**config.mk**
```make
export PLATFORM = sky130hd
export DESIGN_NAME = buffered_dual_group_pwm
export DESIGN_NICKNAME = d
export VERILOG_FILES = /design/src/hw/pwm_pkg.sv /design/src/hw/buffered_dual_group_pwm.sv
export VERILOG_INCLUDE_DIRS = /design/src /design/src/hw
export SDC_FILE = /design/constraint.sdc
export NUM_CORES = 1
export LEC_CHECK = 0
export CAP_MARGIN = 20
export CORE_AREA = 3 3 210 212
export CTS_BUF_LIST = sky130_fd_sc_hd__clkbuf_4
export DETAILED_ROUTE_END_ITERATION = 6
export DIE_AREA = 0 0 213 215
export DONT_BUFFER_PORTS = 1
export GPL_ROUTABILITY_DRIVEN = 0
export PLACE_DENSITY_LB_ADDON = 0.08
export SLEW_MARGIN = 10
export SYNTH_ARGS = -nofsm -noshare
export SYNTH_HDL_FRONTEND = slang
export SYNTH_SLANG_ARGS = --single-unit
export TNS_END_PERCENT = 5
```
**constraint.sdc**
```tcl
create_clock -name core_clk -period 13.6 [get_ports core_clk]
set_clock_uncertainty 0.1 [all_clocks]
set_input_delay 0.68 -clock core_clk [delete_from_list [all_inputs] [get_ports core_clk]]
set_output_delay 0.68 -clock core_clk [all_outputs]
set_load 0.01 [all_outputs]
```
**src/hw/pwm_cfg.svh**
```systemverilog
`ifndef PWM_CFG_SVH
`define PWM_CFG_SVH
// Register indices on the plain port
`define ADDR_CTRL1     5'h00
`define ADDR_CTRL2     5'h01
`define ADDR_OUT_CTRL  5'h02
`define ADDR_POLARITY  5'h03
`define ADDR_PERIOD    5'h04
`define ADDR_XFER_DIS  5'h05
`define ADDR_IRQ_STAT  5'h06
`define ADDR_IRQ_MASK  5'h07
`define ADDR_BUF_BASE  5'h08
`define ADDR_DUTY_BASE 5'h10
// Control register fields
`define CTRL_CST_BIT   7
`define CTRL_IE_BIT    6
`define CTRL_CMF_BIT   5
`define CTRL_CKS_LO    0
`define CTRL_CKS_HI    2
// Duty register fields
`define DUTY_OTS_BIT   12
`define DUTY_VAL_HI    9
// Reserved bits of buffer registers read as one
`define BUF_RSVD_ONES  16'hEC00
`define PERIOD_RESET   10'h3FF
`endif

```
**src/hw/pwm_pkg.sv**
```systemverilog
package pwm_pkg;
  typedef logic [9:0] count_t;
  typedef logic [7:0] byte_t;
  typedef logic [15:0] word_t;
endpackage : pwm_pkg

```
**src/hw/buffered_dual_group_pwm.sv**
```systemverilog
`timescale 1ns/1ns
`include "pwm_cfg.svh"
// What this block does
// - Start bit set begins period counting
// - Period match copies buffers, sets match flag
// - Enabled match flag raises interrupt request
// - Period match drives selected output active
// - Duty match drives selected output inactive
// - Polarity bit inverts generated level
// - Counter clears to zero after match
// - Start bit clear halts, outputs inactive
// - Disable bit suppresses buffer-to-duty copy
// - Cleared disable bit resumes copying
// - Write in the match cycle updates buffer and duty
// - Select bit zero first, one second
// - Zero duty gives no active period
// - Disable bits reset to zero
module buffered_dual_group_pwm (
  // Clock and reset
  input  wire logic            core_clk,
  input  wire logic            rst_n,
  // Register port
  input  wire logic [4:0]      reg_addr,
  input  wire pwm_pkg::word_t  reg_wdata,
  input  wire logic            reg_wr,
  input  wire logic            reg_rd,
  output pwm_pkg::word_t       reg_rdata,
  // Pins
  output logic [7:0]           group_one_outputs,
  output logic [7:0]           group_one_oe,
  output logic [7:0]           group_two_outputs,
  output logic [7:0]           group_two_oe,
  // Events
  output logic                 match_dtc_req,
  output logic                 irq
);
  import pwm_pkg::*;

  logic       rst_s1_r;
  logic       rst_s2_r;
  always_ff @(posedge core_clk or negedge rst_n) begin
    if (!rst_n) begin
      rst_s1_r <= 1'b0;
      rst_s2_r <= 1'b0;
    end else begin
      rst_s1_r <= 1'b1;
      rst_s2_r <= rst_s1_r;
    end
  end

  byte_t      ctrl_r    [2];
  byte_t      ctrl_nxt  [2];
  byte_t      oe_r;
  byte_t      oe_nxt;
  byte_t      pol_r;
  byte_t      pol_nxt;
  byte_t      xdis_r;
  byte_t      xdis_nxt;
  byte_t      stat_r;
  byte_t      stat_nxt;
  byte_t      mask_r;
  byte_t      mask_nxt;
  count_t     period_r;
  count_t     period_nxt;

  word_t      buf_r     [8];
  word_t      buf_nxt   [8];
  word_t      duty_r    [8];
  word_t      duty_nxt  [8];
  word_t      xfer_val  [8];

  count_t     cnt_r     [2];
  count_t     cnt_nxt   [2];
  logic [7:0] pre_r     [2];
  logic [7:0] pre_nxt   [2];
  logic [7:0] tick_mask [2];
  logic [7:0] lvl_r     [2];
  logic [7:0] lvl_nxt   [2];
  logic [7:0] pin_r     [2];
  logic [7:0] pin_nxt   [2];
  logic       match     [2];
  logic       tick      [2];

  word_t      rdata_r;
  word_t      rdata_nxt;
  logic       wr_hit    [32];

  always_comb begin
    for (int a = 0; a < 32; a++) begin
      wr_hit[a] = reg_wr && (reg_addr == 5'(a));
    end
  end

  // Prescaler count per group
  always_comb begin
    for (int g = 0; g < 2; g++) begin
      pre_nxt[g] = ctrl_r[g][`CTRL_CST_BIT] ? 8'(pre_r[g] + 8'h01) : 8'h00;
    end
  end

  // Tick and match detect per group
  always_comb begin
    for (int g = 0; g < 2; g++) begin
      tick_mask[g] = 8'((9'h001 << ctrl_r[g][`CTRL_CKS_HI:`CTRL_CKS_LO]) - 9'h001);
      tick[g] = ctrl_r[g][`CTRL_CST_BIT] && ((pre_r[g] & tick_mask[g]) == tick_mask[g]);
      match[g] = tick[g] && (cnt_r[g] == period_r);
    end
  end

  always_comb begin
    for (int i = 0; i < 8; i++) begin
      xfer_val[i] = (match[i/4] && !xdis_r[i]) ? buf_r[i] : duty_r[i];
    end
  end

  // Counters per group
  always_comb begin
    for (int g = 0; g < 2; g++) begin
      cnt_nxt[g] = cnt_r[g];
      if (!ctrl_r[g][`CTRL_CST_BIT]) begin
        cnt_nxt[g] = 10'h000;
      end else if (match[g]) begin
        cnt_nxt[g] = 10'h000;
      end else if (tick[g]) begin
        cnt_nxt[g] = count_t'(cnt_r[g] + 10'h001);
      end
    end
  end

  // Output levels per pair
  always_comb begin
    for (int g = 0; g < 2; g++) begin
      lvl_nxt[g] = lvl_r[g];
      for (int p = 0; p < 4; p++) begin
        if (match[g]) begin
          lvl_nxt[g][2*p]   = !xfer_val[4*g+p][`DUTY_OTS_BIT] && (xfer_val[4*g+p][9:0] != 10'h000);
          lvl_nxt[g][2*p+1] = xfer_val[4*g+p][`DUTY_OTS_BIT] && (xfer_val[4*g+p][9:0] != 10'h000);
        end else if (tick[g] && (cnt_r[g] == duty_r[4*g+p][`DUTY_VAL_HI:0])) begin
          lvl_nxt[g][2*p + 32'(duty_r[4*g+p][`DUTY_OTS_BIT])] = 1'b0;
        end
      end
      if (!ctrl_r[g][`CTRL_CST_BIT]) begin
        lvl_nxt[g] = 8'h00;
      end
    end
  end

  always_comb begin
    pin_nxt[0] = lvl_nxt[0] ^ pol_nxt;
    pin_nxt[1] = lvl_nxt[1] ^ pol_nxt;
  end

  // Register writes and flags
  always_comb begin
    oe_nxt = wr_hit[`ADDR_OUT_CTRL] ? reg_wdata[7:0] : oe_r;
    pol_nxt = wr_hit[`ADDR_POLARITY] ? reg_wdata[7:0] : pol_r;
    xdis_nxt = wr_hit[`ADDR_XFER_DIS] ? reg_wdata[7:0] : xdis_r;
    mask_nxt = wr_hit[`ADDR_IRQ_MASK] ? reg_wdata[7:0] : mask_r;
    period_nxt = wr_hit[`ADDR_PERIOD] ? reg_wdata[9:0] : period_r;
    stat_nxt = stat_r & ~(wr_hit[`ADDR_IRQ_STAT] ? reg_wdata[7:0] : 8'h00);
    for (int g = 0; g < 2; g++) begin
      ctrl_nxt[g] = ctrl_r[g];
      if (wr_hit[`ADDR_CTRL1 + g]) begin
        ctrl_nxt[g] = reg_wdata[7:0];
        // Flag clears only by writing zero
        ctrl_nxt[g][`CTRL_CMF_BIT] = ctrl_r[g][`CTRL_CMF_BIT] & reg_wdata[`CTRL_CMF_BIT];
      end
      if (match[g]) begin
        ctrl_nxt[g][`CTRL_CMF_BIT] = 1'b1;
        stat_nxt[g] = 1'b1;
      end
    end
  end

  // Buffer and duty registers
  always_comb begin
    for (int i = 0; i < 8; i++) begin
      buf_nxt[i] = buf_r[i];
      duty_nxt[i] = duty_r[i];
      if (match[i/4] && !xdis_r[i]) begin
        duty_nxt[i] = buf_r[i];
      end
      if (wr_hit[`ADDR_BUF_BASE + i]) begin
        buf_nxt[i] = reg_wdata & ~`BUF_RSVD_ONES;
        if (match[i/4] && !xdis_r[i]) begin
          duty_nxt[i] = reg_wdata & ~`BUF_RSVD_ONES;
        end
      end
    end
  end

  always_comb begin
    rdata_nxt = 16'h0000;
    if (reg_rd) begin
      if (reg_addr >= `ADDR_DUTY_BASE) begin
        rdata_nxt = duty_r[reg_addr[2:0]] | `BUF_RSVD_ONES;
      end else if (reg_addr >= `ADDR_BUF_BASE) begin
        rdata_nxt = buf_r[reg_addr[2:0]] | `BUF_RSVD_ONES;
      end else begin
        unique case (reg_addr[2:0])
          3'h0: rdata_nxt = {8'h00, ctrl_r[0]};
          3'h1: rdata_nxt = {8'h00, ctrl_r[1]};
          3'h2: rdata_nxt = {8'h00, oe_r};
          3'h3: rdata_nxt = {8'h00, pol_r};
          3'h4: rdata_nxt = {6'h00, period_r};
          3'h5: rdata_nxt = {8'h00, xdis_r};
          3'h6: rdata_nxt = {8'h00, stat_r};
          3'h7: rdata_nxt = {8'h00, mask_r};
        endcase
      end
    end
  end

  always_ff @(posedge core_clk or negedge rst_s2_r) begin
    if (!rst_s2_r) begin
      pre_r <= '{default: 8'h00};
    end else begin
      pre_r <= pre_nxt;
    end
  end

  always_ff @(posedge core_clk or negedge rst_s2_r) begin
    if (!rst_s2_r) begin
      cnt_r <= '{default: 10'h000};
      lvl_r <= '{default: 8'h00};
      pin_r <= '{default: 8'h00};
    end else begin
      cnt_r <= cnt_nxt;
      lvl_r <= lvl_nxt;
      pin_r <= pin_nxt;
    end
  end

  always_ff @(posedge core_clk or negedge rst_s2_r) begin
    if (!rst_s2_r) begin
      ctrl_r   <= '{default: 8'h00};
      oe_r     <= 8'h00;
      pol_r    <= 8'h00;
      xdis_r   <= 8'h00;
      stat_r   <= 8'h00;
      mask_r   <= 8'h00;
      period_r <= `PERIOD_RESET;
    end else begin
      ctrl_r   <= ctrl_nxt;
      oe_r     <= oe_nxt;
      pol_r    <= pol_nxt;
      xdis_r   <= xdis_nxt;
      stat_r   <= stat_nxt;
      mask_r   <= mask_nxt;
      period_r <= period_nxt;
    end
  end

  always_ff @(posedge core_clk or negedge rst_s2_r) begin
    if (!rst_s2_r) begin
      buf_r  <= '{default: 16'h0000};
      duty_r <= '{default: 16'h0000};
    end else begin
      buf_r  <= buf_nxt;
      duty_r <= duty_nxt;
    end
  end

  always_ff @(posedge core_clk or negedge rst_s2_r) begin
    if (!rst_s2_r) begin
      rdata_r <= 16'h0000;
    end else begin
      rdata_r <= rdata_nxt;
    end
  end

  assign reg_rdata = rdata_r;

  assign group_one_outputs = pin_r[0];
  assign group_two_outputs = pin_r[1];

  assign group_one_oe = oe_r;
  assign group_two_oe = oe_r;

  assign match_dtc_req = (ctrl_r[0][`CTRL_CMF_BIT] & ctrl_r[0][`CTRL_IE_BIT]) |
                         (ctrl_r[1][`CTRL_CMF_BIT] & ctrl_r[1][`CTRL_IE_BIT]);
  assign irq = |(stat_r & mask_r);
endmodule : buffered_dual_group_pwm

```
# --- After elaboration in Yosys (flattened, before gate mapping) ---
# Cells that the tools add are included.
totals:
  register_bits: 368
  latchBits: 0
  ram_bits: 0
  mem_bits_ro: 0
  n_memories: 0
classes:
  addsub: 12
  multipliers: 0
  div_mod_pow: 0
  n_lt_le_gt_ge: 19
  n_eq_ne: 36
  shift: 2
  n_mux: 96
  bitwise_logic: 29
  reduce_logical: 89
op_table:
  columns: ["op", "n"]
  rows:
  - ["$mux 16", 27]
  - ["$pmux 16 s8", 1]
  - ["$mux 8", 14]
  - ["$eq 10x10->1", 10]
  - ["$and 8x8->8", 12]
  - ["$bmux 16 s3", 2]
  - ["$reduce_bool 10->1", 8]
  - ["$logic_and 1x1->1", 60]
  - ["$mux 10", 6]
  - ["$not 8->8", 7]
  - ["$mux 13", 4]
  - ["$eq 5x4->1 const B", 8]
  - ["$mux 6", 6]
  - ["$mux 2", 12]
  - ["$add 10x1->10 const B", 2]
  - ["$eq 5x3->1 const B", 4]
  - ["$demux 1 s3", 6]
  - ["$add 3x1->4 const A", 4]
  - ["$add 8x1->8 const B", 2]
  - ["$eq 8x8->1", 2]
  - ["$ge 4x1->1 const B", 4]
  - ["$logic_not 1->1", 16]
  - ["$lt 4x4->1 const B", 4]
  - ["$mux 4", 4]
  - ["27 further kinds", 58]

# --- Depth between registers and ports, before layout ---
# Gate-level depths: netlist (run 1).
depth:
  ltp_word: 22
  ltp_mapped: 11

# --- Worst setup path after synthesis (run 1) ---
# Ideal clock, no wire load.
synth_path:
  path_type: "input -> register"
  start: "input port reg_addr[1]"
  end: "register duty_r[12] (netlist bit)"
  setup_time_ns: 0.125
  t_arrival_ns: 2.480
  required_time_ns: 13.375
  setup_slack_ns: 10.895
  stages: 7
  cell_sequence: "clkbuf_1 and2_1 clkbuf_1 and3_1 clkbuf_1 mux2_2 mux2_4"
synth_rtl:
  columns: ["element", "line_no", "text"]
  rows:
  - ["from (decl)", "buffered_dual_group_pwm.sv:23", "input wire logic [4:0] reg_addr,"]
  - ["to (signal assigned)", "buffered_dual_group_pwm.sv:260", "duty_r <= duty_nxt;"]
  - ["to (decl)", "buffered_dual_group_pwm.sv:68", "word_t duty_r [8];"]

==> impl_results.md, run 1 <==
* Sinks on Clock Net at 322
* Routed Antenna Nets at 0
* Die area at between 40000 and 50000 um^2
* CP max stage cell: nand2b_1
* Syn Nets at between 1000 and 1500
* Fin Hold WS at between 70 and 80 ps
* Cell taking the most area after synthesis: dfrtp_1
* DP Wirelength at 38.1 mm
* Residual DRC at 0
* P_leak at 8.67 nW
* Root buffer cell: clkbuf_4
* Sequential fraction of the synthesis area at 47.8%
* DRT Pass-1 Iters at 5
* Crit path cell chain: or3_4 -> ha_1 -> o41ai_1 -> o31ai_1 -> buf_4 -> and3_2 -> nand2b_1 -> mux2_2
* Post-Synthesis Cells at 1363
* Crit path time final at 3520 ps
* Buffers on Ports at 0
* Switching part of the total power at 33.6%
* Clock transition at path regs at 60 ps
* Synth warn at 0
* CTS tree: built
* Period utilisation layout at 25.9%
* Final core occ at 44.0%
* Hold Path Origin: reg_addr[1]
* Pwr/cell area at 155 nW/um^2
* Final wirelength at 56.7 mm
* Unrepaired setup endpoints after global routing: no
* Synthesized flop and latch total at 322
* Crit path buffers/inverters at 1
* Reg2reg setup slack at approximately 10000 ps
* Cell area after synthesis at around 17000 um^2
* Crit start category: register
* Min-Delay Path Class: input port to register
* Setup TNS at 0 ps
* WP data required at 14170 ps
* First-pass GRT wire length at 83.5 mm
* Initial antenna violation count at 7
* Layout cells sized above 1 at a little under a third
* Max Cap Violations at 0
* Final setup viols at 0
* Net load switching power at 0.964 mW
* Drt wl/cell at 28.2 um
* Clk pwr share at 31.9%
* Area Overhead vs Synth at 9.64%
* DP Worst Slack at 10110 ps
* Post-DR vias/cell at roughly 6
* CP arrival at ~4100 ps
* 1st-iter DRT viols at 997
* Post-CTS resize count at 0
* Most frequent cells in the layout: dfrtp_1, mux2_2, clkbuf_4, xor2_1, nand2_1
* Synth Flop Type: dfrtp_1
* Int Pwr at roughly 1.9 mW
* Placed Cells incl. Taps at approximately 1800
* Reg-to-Reg Start: ctrl_r[8]
* Vias at 11700
* Ranking of synthesized cells by area: dfrtp_1, mux2_2, mux4_2, xor2_1, mux2_4
* Yosys cell types at 65
* Slew HR at 21.4%
* Sequential power share at 46.4%
* Post-synth EDFFs at 0
* Htree depth at 3
* Logic gate share of total power at approximately 22%
* Share of flip-flops with an asynchronous set or reset at 100%
* Worst-path fanout max at 11
* Vias in the first global route at 11900
* WS Path Type: register to register
* Clock Latency Late Sink at 800 ps
* Commonest non-fill, non-tap cell in the layout: dfrtp_1
* Crit-path leading delay family: simple AND/OR/NAND/NOR gates
* Die Width at 213 um
* Cts bufs inserted at between 90 and 100
* GRT Overall Usage at 25.1%
* Syn_area_per_cell at around 12 um^2
* Die Height at 215 um
* Initial core utilization at ~40%
* CORE AREA at 42100 um^2
* Synth top area share at 46.2%
* # nets final at 1414
* Largest net degree at the start of global routing at 176
* Worst Max-Slew Pin Slew at between 1000 and 1500 ps
* FP Rows at 75
* Final WS setup at between 10000 and 15000 ps
* Worst setup path start: ctrl_r[8]
* Outcome: finished, final reports clean
* Max Root-Sink Buffers at 3
* F_max at 0.284 GHz
* Final Hold Vio Count at 0
* Non-filler cells, final at about 2000
* IO Count at 75
* Crit-path max cell delay at between 600 and 700 ps
* Crit end category: register
* Grt total ovfl at 0
* Slew Viols, Final at 0
* Max VDD drop at ~0.000045 V
## metal layers
layer	GRT usage (%)	up-vias	part of all wire [%]
li1	-	5128	-
met1	36.3	6041	45
met2	36.4	439	44
met3	6.72	84	8.4
met4	8.92	2	2.7
met5	0	-	0.016
## area by class of cell
class	count	area (um^2)
Multi-Input combinational cell	927	8250
Tap cell	539	674
Sequential cell	322	8070
Clock inverter	27	130
Fill cell	4003	23600
Inverter	17	63.8
Clock buffer	141	1060
Antenna cell	9	22.5
Timing Repair Buffer	24	245
## cells in the mapped netlist (all sizes together) (5+ instances only)
cell,number
nand2b,11
nor4b,7
nand2,62
dfrtp,312
nand4,12
a31oi,6
ha,5
inv,16
a32o,6
a211oi,6
nand3,36
xor2,78
nor2b,15
mux2,238
nor3,18
buf,59
clkbuf,38
a221oi,7
o22ai,9
mux2i,34
a22oi,15
nor4,50
mux4,44
xnor2,54
a22o,15
nor2,40
o41ai,6
or4,6
o21ai,40
a21oi,20
and2,15
a21boi,11
and3,25
dfstp,10
## worst paths after layout
check,end,cells after the start
max,duty_r[89],8
min,reg_rdata[5],3
max reg2reg,duty_r[89],8
min reg2reg,rst_s2_r,0
max in group asynchronous,duty_r[92],2
min in group asynchronous,duty_r[24],0
## tightest hold or removal path, cell delays in order
cell and delay, ps:
a21oi_1 40, o21ai_0 140, nor2_1 50
## power groups by stage
stage / sequential (mW) / combinational, mW / clock, mW
6_report: 1.33 / 0.623 / 0.917
5_1_grt: 1.35 / 0.676 / 1.01
4_1_cts: 1.33 / 0.619 / 0.953
3_5_place_dp: 1.35 / 0.599 / 0
3_3_place_gp: 1.35 / 0.591 / 0
2_1_floorplan: 1.25 / 0.473 / 0
## sequential cells by signal (all words and copies together), names as in the netlist, 10 cells and up
register,cells
cnt_r,20
period_r,10
reg_rdata,12
ctrl_r,16
buf_r,88
lvl_r,16
pre_r,14
duty_r,88
## what timing repair did
| action | in CTS | in global routing |
|---|---|---|
| endpoints found under the hold margin | 175 | 0 |
| endpoints found under the setup margin | 0 | 0 |
| hold buffers | 17 | 0 |
| buffers inserted | 0 | 0 |
## cell families (layout without fill, tap and decap cells)
kind of cell,after synthesis,after routing,share of synthesized area [%]
XOR/XNOR,132,132,6.84
flip-flops,322,322,47.8
other,1,10,0.0222
buffers and inverters,114,209,3.38
multiplexers,316,316,24.6
adder cells (fa/ha/maj),5,5,0.370
AO/OA/AOI/OAI,158,158,6.46
AND/OR/NAND/NOR,315,315,10.5
## stage by stage
step	instance area, um^2	total power [mW]
6_report	18500	2.87
5_1_grt	18500	3.04
4_1_cts	18500	2.90
3_5_place_dp	17100	1.94
3_3_place_gp	17100	1.94
2_1_floorplan	16900	1.73
Note: power is estimated with default switching activity, not from simulation.
==> run 2: changes to the inputs <==
clock period = 3.2 ns   (was 13.6 ns; I/O delays follow)
==> run 2 against run 1 <==
Against the previous run:
- fmax grew 16%
- final cell count grew 2.0%
- worst setup slack lost 9900 ps
- critical endpoint unchanged
==> impl_results.md, run 2 (synthesized netlist as in run 1, its figures left out) <==
* Root buffer cell: clkbuf_4
* Crit start category: register
* 1st-iter DRT viols at 873 (-12%)
* CORE AREA at 42100 um^2 (unchanged)
* Non-filler cells, final at 2046 (+2.0%)
* Max Cap Violations at 0 (unchanged)
* Slew HR at 21.3% (-0.042 points)
* P_leak at 8.98 nW (+3.5%)
* DP Wirelength at 39.0 mm (+2.4%)
* Crit path time final at 3030 ps (-493 ps)
* Multi-input gate area at 8250 um^2 (unchanged)
* GRT Overall Usage at 25.4% (+0.29 points)
* Setup Fix Bufs, Post-CTS at 0 (unchanged)
* Die Height at 215 um (unchanged)
* Initial core utilization at 40.1% (unchanged)
* Drt wl/cell at 28.0 um (-0.92%)
* Outcome: finished, final reports clean
* Die Width at 213 um (unchanged)
* Layout cells sized above 1 at 32.2% (+1.2 points)
* Register Area at 8070 um^2 (unchanged)
* Routed Antenna Nets at 0 (unchanged)
* WS Path Type: register to register
* Max VDD drop at 0.000212 V (+370%)
* Buffers on Ports at 0 (unchanged)
* Vias in the first global route at 12500 (+4.3%)
* Die area at 45800 um^2 (unchanged)
* Commonest non-fill, non-tap cell in the layout: dfrtp_1
* Slew Viols, Final at 0 (unchanged)
* F_max at 0.331 GHz (+16%)
* Min-Delay Path Class: input port to register
* Htree depth at 3 (unchanged)
* First-pass GRT wire length at 85.3 mm (+2.1%)
* Clock transition at path regs at 70 ps (about the same)
* DRT Pass-1 Iters at 5 (unchanged)
* Grt total ovfl at 0 (unchanged)
* Vias at 12000 (+2.5%)
* Area Overhead vs Synth at 12.8%
* Top Registers: buf_r (88), duty_r (88), cnt_r (20)
* Post-route cell area at 19000 um^2 (+2.9%)
* Final setup viols at 0 (unchanged)
* Final Hold Vio Count at 0 (unchanged)
* Largest net degree at the start of global routing at 99 (-44%)
* Dpl cell area at 17400 um^2 (+1.5%)
* Worst Max-Slew Pin Slew at 1180 ps (+0.623 ps)
* Placed Cells incl. Taps at 1842 (+1.7%)
* Crit end category: register
* Max Root-Sink Buffers at 3 (unchanged)
* Cts bufs inserted at 92 (unchanged)
* Initial antenna violation count at 6 (-1)
* # nets final at 1469 (+3.9%)
* Final wirelength at 57.3 mm (+1.1%)
* FP Rows at 75 (unchanged)
* Period utilisation layout at 94.5% (+69 points)
* Fill cell count at 3925 (-1.9%)
* Residual DRC at 0 (unchanged)
* CTS tree: built
* Unrepaired setup endpoints after global routing: no
* CP arrival at 3580 ps (-510 ps)
* Clock Latency Late Sink at 820 ps (+20 ps)
* Most frequent cells in the layout: dfrtp_1, mux2_2, clkbuf_4, xor2_1, nand2_1
* Pwr/cell area at 652 nW/um^2 (+320%)
* Sinks on Clock Net at 322 (unchanged)
* WP data required at 3750 ps (-10420 ps)
* Worst-path fanout max at 11 (unchanged)
* Post-DR vias/cell at 5.86 (+0.51%)
* IO Count at 75 (unchanged)
==> run 2: changes by cell type in the layout (fill, tap and decap cells not counted), sizes merged <==
cell         delta
diode           -6
dlygate4sd3    +20
buf            +35
bufinv          +1
inv             -2
clkinv          -7
clkbuf          -1
==> run 2: timing repair <==
item	CTS	global route
endpoints found under the hold margin	272	0
resized for setup	0	0
hold buffers	40	0
==> run 2: report_power, final <==
part	internal (mW)	leakage (nW)	switching, mW
Combinational	1.37	4.03	1.46
Clock	2.13	0.709	1.81
Sequential	4.74	4.24	0.918
Total	8.24	8.98	4.18
==> run 2: worst max-delay path, cell delays in order (launching register included) <==
cell	delay [ps]
dfrtp_1	370
or3_4	380
ha_1	250
o41ai_1	490
o31ai_1	140
buf_4	190
and3_2	270
nand2b_1	100
buf_4	220
mux2_2	350
==> run 2: final timing paths <==
kind / cells past startpoint / slack, ps / from / to
setup / recovery: 9 / 170 / ctrl_r[8] / duty_r[89]
hold / removal: 4 / 70 / reg_addr[0] / reg_rdata[12]
setup reg to reg: 9 / 170 / ctrl_r[8] / duty_r[89]
hold reg to reg: 0 / 120 / rst_s2_r / buf_r[34]
max in group asynchronous: 1 / 1740 / rst_s2_r / group_two_outputs[3]
min in group asynchronous: 0 / 120 / rst_s2_r / buf_r[34]
==> run 2: routing by layer <==
layer,global-route usage (%),share of wire [%]
met1,36.4,45
met2,37.2,44
met3,6.18,7.0
met4,9.82,3.2
met5,0,0.068
==> run 2: final cells by class <==
class                      count  area share, %
antenna                        3         0.0394
clock buffer                 140           5.52
clock inverter                19          0.663
inverter                      17          0.335
multi-input combinational    927           43.3
sequential                   322           42.4
tap                          539           3.54
timing repair buffer          79           4.20
==> run 2: per-stage QoR <==
step / util (%) / setup slack (ps) / hold slack (ps) / power [mW] / TNS, ps
6_report: 45.2 / 174 / 69.2 / 12.4 / 0
5_1_grt: 45.2 / 36.8 / 19.2 / 13.1 / 0
2_1_floorplan: - / -87.8 / -236 / 7.33 / -27230
3_3_place_gp: 41.2 / 259 / -236 / 8.32 / 0
3_5_place_dp: 41.2 / 230 / -236 / 8.36 / 0
4_1_cts: 45.1 / 202 / 1.89 / 12.5 / 0
==> run 3: changes to the inputs <==
CELL_PAD_IN_SITES_DETAIL_PLACEMENT = 0   (was default)
CELL_PAD_IN_SITES_GLOBAL_PLACEMENT = 2   (was default)
GPL_TIMING_DRIVEN = 0   (was default)
==> run 3 against run 2 <==
Against the previous run:
- highest routed layer unchanged
- worst setup slack worse by 23 ps
- critical path depth up 1
- design area up 0.87%
- first-iteration DRC count up 23%
==> impl_results.md, run 3 (synthesized netlist as in run 1, its figures left out) <==
* Max VDD drop at 0.000382 V (+81%)
* F_max at 0.328 GHz (-0.77%)
* Crit path buffers/inverters at 2 (unchanged)
* Initial antenna violation count at 4 (-2)
* Slew HR at 25.3% (+3.9 points)
* Cts bufs inserted at 91 (-1.1%)
* Final wirelength at 60.2 mm (+5.1%)
* Die Height at 215 um (unchanged)
* Final Hold Vio Count at 0 (unchanged)
* Max Cap Violations at 0 (unchanged)
* Unrepaired setup endpoints after global routing: yes
* Root buffer cell: clkbuf_4
* Routed Antenna Nets at 0 (unchanged)
* Crit end category: register
* Top Registers: buf_r (88), duty_r (88), cnt_r (20)
* DRT Pass-1 Iters at 5 (unchanged)
* Slew Viols, Final at 0 (unchanged)
* Final setup viols at 0 (unchanged)
* Commonest non-fill, non-tap cell in the layout: dfrtp_1
* WP data required at 3800 ps (+50 ps)
* P_leak at 9.06 nW (+0.91%)
* Crit-path leading delay family: simple AND/OR/NAND/NOR gates
* Crit path time final at 3050 ps (+23.4 ps)
* Residual DRC at 0 (unchanged)
* Area Overhead vs Synth at 13.8%
* FP Rows at 75 (unchanged)
* Fin Hold WS at 95.5 ps (+26.3 ps)
* Grt total ovfl at 0 (unchanged)
* Vias at 12300 (+2.6%)
* Post-route cell area at 19200 um^2 (+0.87%)
* Most frequent cells in the layout: dfrtp_1, mux2_2, clkbuf_4, xor2_1, nand2_1
* DP Wirelength at 43.7 mm (+12%)
* Min-Delay Path Class: input port to register
* IO Count at 75 (unchanged)
* Crit path cell chain: buf_2 -> or3_4 -> ha_1 -> nand2_1 -> a21oi_1 -> o31ai_2 -> buf_4 -> nand2_1 -> or4b_2 -> a21boi_1
* Clock Latency Late Sink at 810 ps (about the same)
* CP max stage cell: or4b_2
* First-pass GRT wire length at 87.4 mm (+2.4%)
* CP arrival at 3650 ps (+70 ps)
* Clock transition at path regs at 60 ps (about the same)
* Period utilisation layout at 95.3% (+0.73 points)
* Htree depth at 3 (unchanged)
* Buffers on Ports at 0 (unchanged)
* Drt wl/cell at 28.6 um (+2.3%)
* Sinks on Clock Net at 322 (unchanged)
* Die area at 45800 um^2 (unchanged)
* 1st-iter DRT viols at 1072 (+23%)
* Outcome: finished, final reports clean
* CORE AREA at 42100 um^2 (unchanged)
* Layout cells sized above 1 at 32.3% (+0.11 points)
* Vias in the first global route at 12300 (-0.90%)
* Post-DR vias/cell at 5.85 (-0.16%)
* Crit start category: register
* Dpl cell area at 17700 um^2 (+2.0%)
* Worst-path fanout max at 10 (-1)
* Initial core utilization at 40.1% (unchanged)
* Worst Max-Slew Pin Slew at 1120 ps (-54.8 ps)
* Crit-path max cell delay at 660 ps (+170 ps)
* GRT Overall Usage at 26.4% (+1.0 points)
* Die Width at 213 um (unchanged)
* Pwr/cell area at 651 nW/um^2 (-0.13%)
* CTS tree: built
* Most used cell, CP: nand2_1
* Fill cell count at 4031 (+2.7%)
* WS Path Type: register to register
* Max Root-Sink Buffers at 3 (unchanged)
* Largest net degree at the start of global routing at 64 (-35%)
* # nets final at 1521 (+3.5%)
## run 3: cell count changes in the layout (fill, tap and decap cells not counted), sizes merged
cell,before,now
clkinv,16,22
buf,43,68
dlygate4sd3,36,25
clkbuf,140,176
inv,18,19
## run 3: worst min-delay path: stages
cell and delay, ps:
clkbuf_1 350, or3_1 250, mux2_2 180
## run 3: cell type report
class	instances	area, um^2	share of cell area [%]
inverter	17	63.8	0.332
multi-input combinational	927	8270	43.0
clock inverter	26	151	0.788
timing repair buffer	35	427	2.22
tap	539	674	3.51
clock buffer	137	1030	5.35
buffer	97	517	2.69
antenna	3	7.51	0.0391
sequential	322	8080	42.0
## run 3: final timing paths
| kind | from | end | slack (ps) | cells after the start |
|---|---|---|---|---|
| min in group asynchronous | rst_s2_r | buf_r[38] | 200 | 0 |
| worst max register to register | ctrl_r[8] | cnt_r[17] | 150 | 10 |
| worst min register to register | rst_s2_r | buf_r[38] | 200 | 0 |
| max in group asynchronous | rst_s2_r | period_r[5] | 1740 | 2 |
| worst min-delay path | reg_addr[0] | buf_r[16] | 100 | 3 |
| worst max-delay path | ctrl_r[8] | cnt_r[17] | 150 | 10 |
## run 3: timing repair
| item | in CTS | in global routing |
|---|---|---|
| gates cloned | 0 | 0 |
| pin swaps | 1 | 1 |
| hold buffers | 25 | 0 |
| resized for setup | 2 | 10 |
| buffers inserted | 0 | 3 |
| endpoints found under the setup margin | 19 | 42 |
| endpoints found under the hold margin | 222 | 0 |
## run 3: per-stage QoR
step / setup WS [ps] / cells / power [mW] / setup TNS [ps] / util [%]
floorplan: -87.8 / 1363 / 7.33 / -27230 / -
global placement: -1470 / 1902 / 8.48 / -443900 / 41.7
detailed placement: -166 / 1909 / 8.53 / -574 / 42.1
CTS: -15.4 / 2097 / 12.6 / -76.4 / 45.5
global route: -36.7 / 2101 / 13.2 / -49.2 / 45.6
finish: 151 / 2103 / 12.5 / 0 / 45.6
## run 3: where the power goes
group / leakage, nW / internal [mW] / switching [mW]
combinational: 4.11 / 1.37 / 1.57
clock: 0.707 / 2.10 / 1.82
sequential: 4.24 / 4.74 / 0.909
total: 9.06 / 8.21 / 4.30
## run 3: routing by layer
| layer | vias to the layer above | track usage [%] | routed length, um |
|---|---|---|---|
| met5 | - | 0 | 21 |
| met4 | 4 | 8.41 | 1940 |
| met3 | 126 | 7.55 | 4440 |
| met2 | 495 | 38.9 | 26700 |
| met1 | 6331 | 37.7 | 27100 |
| li1 | 5346 | - | - |
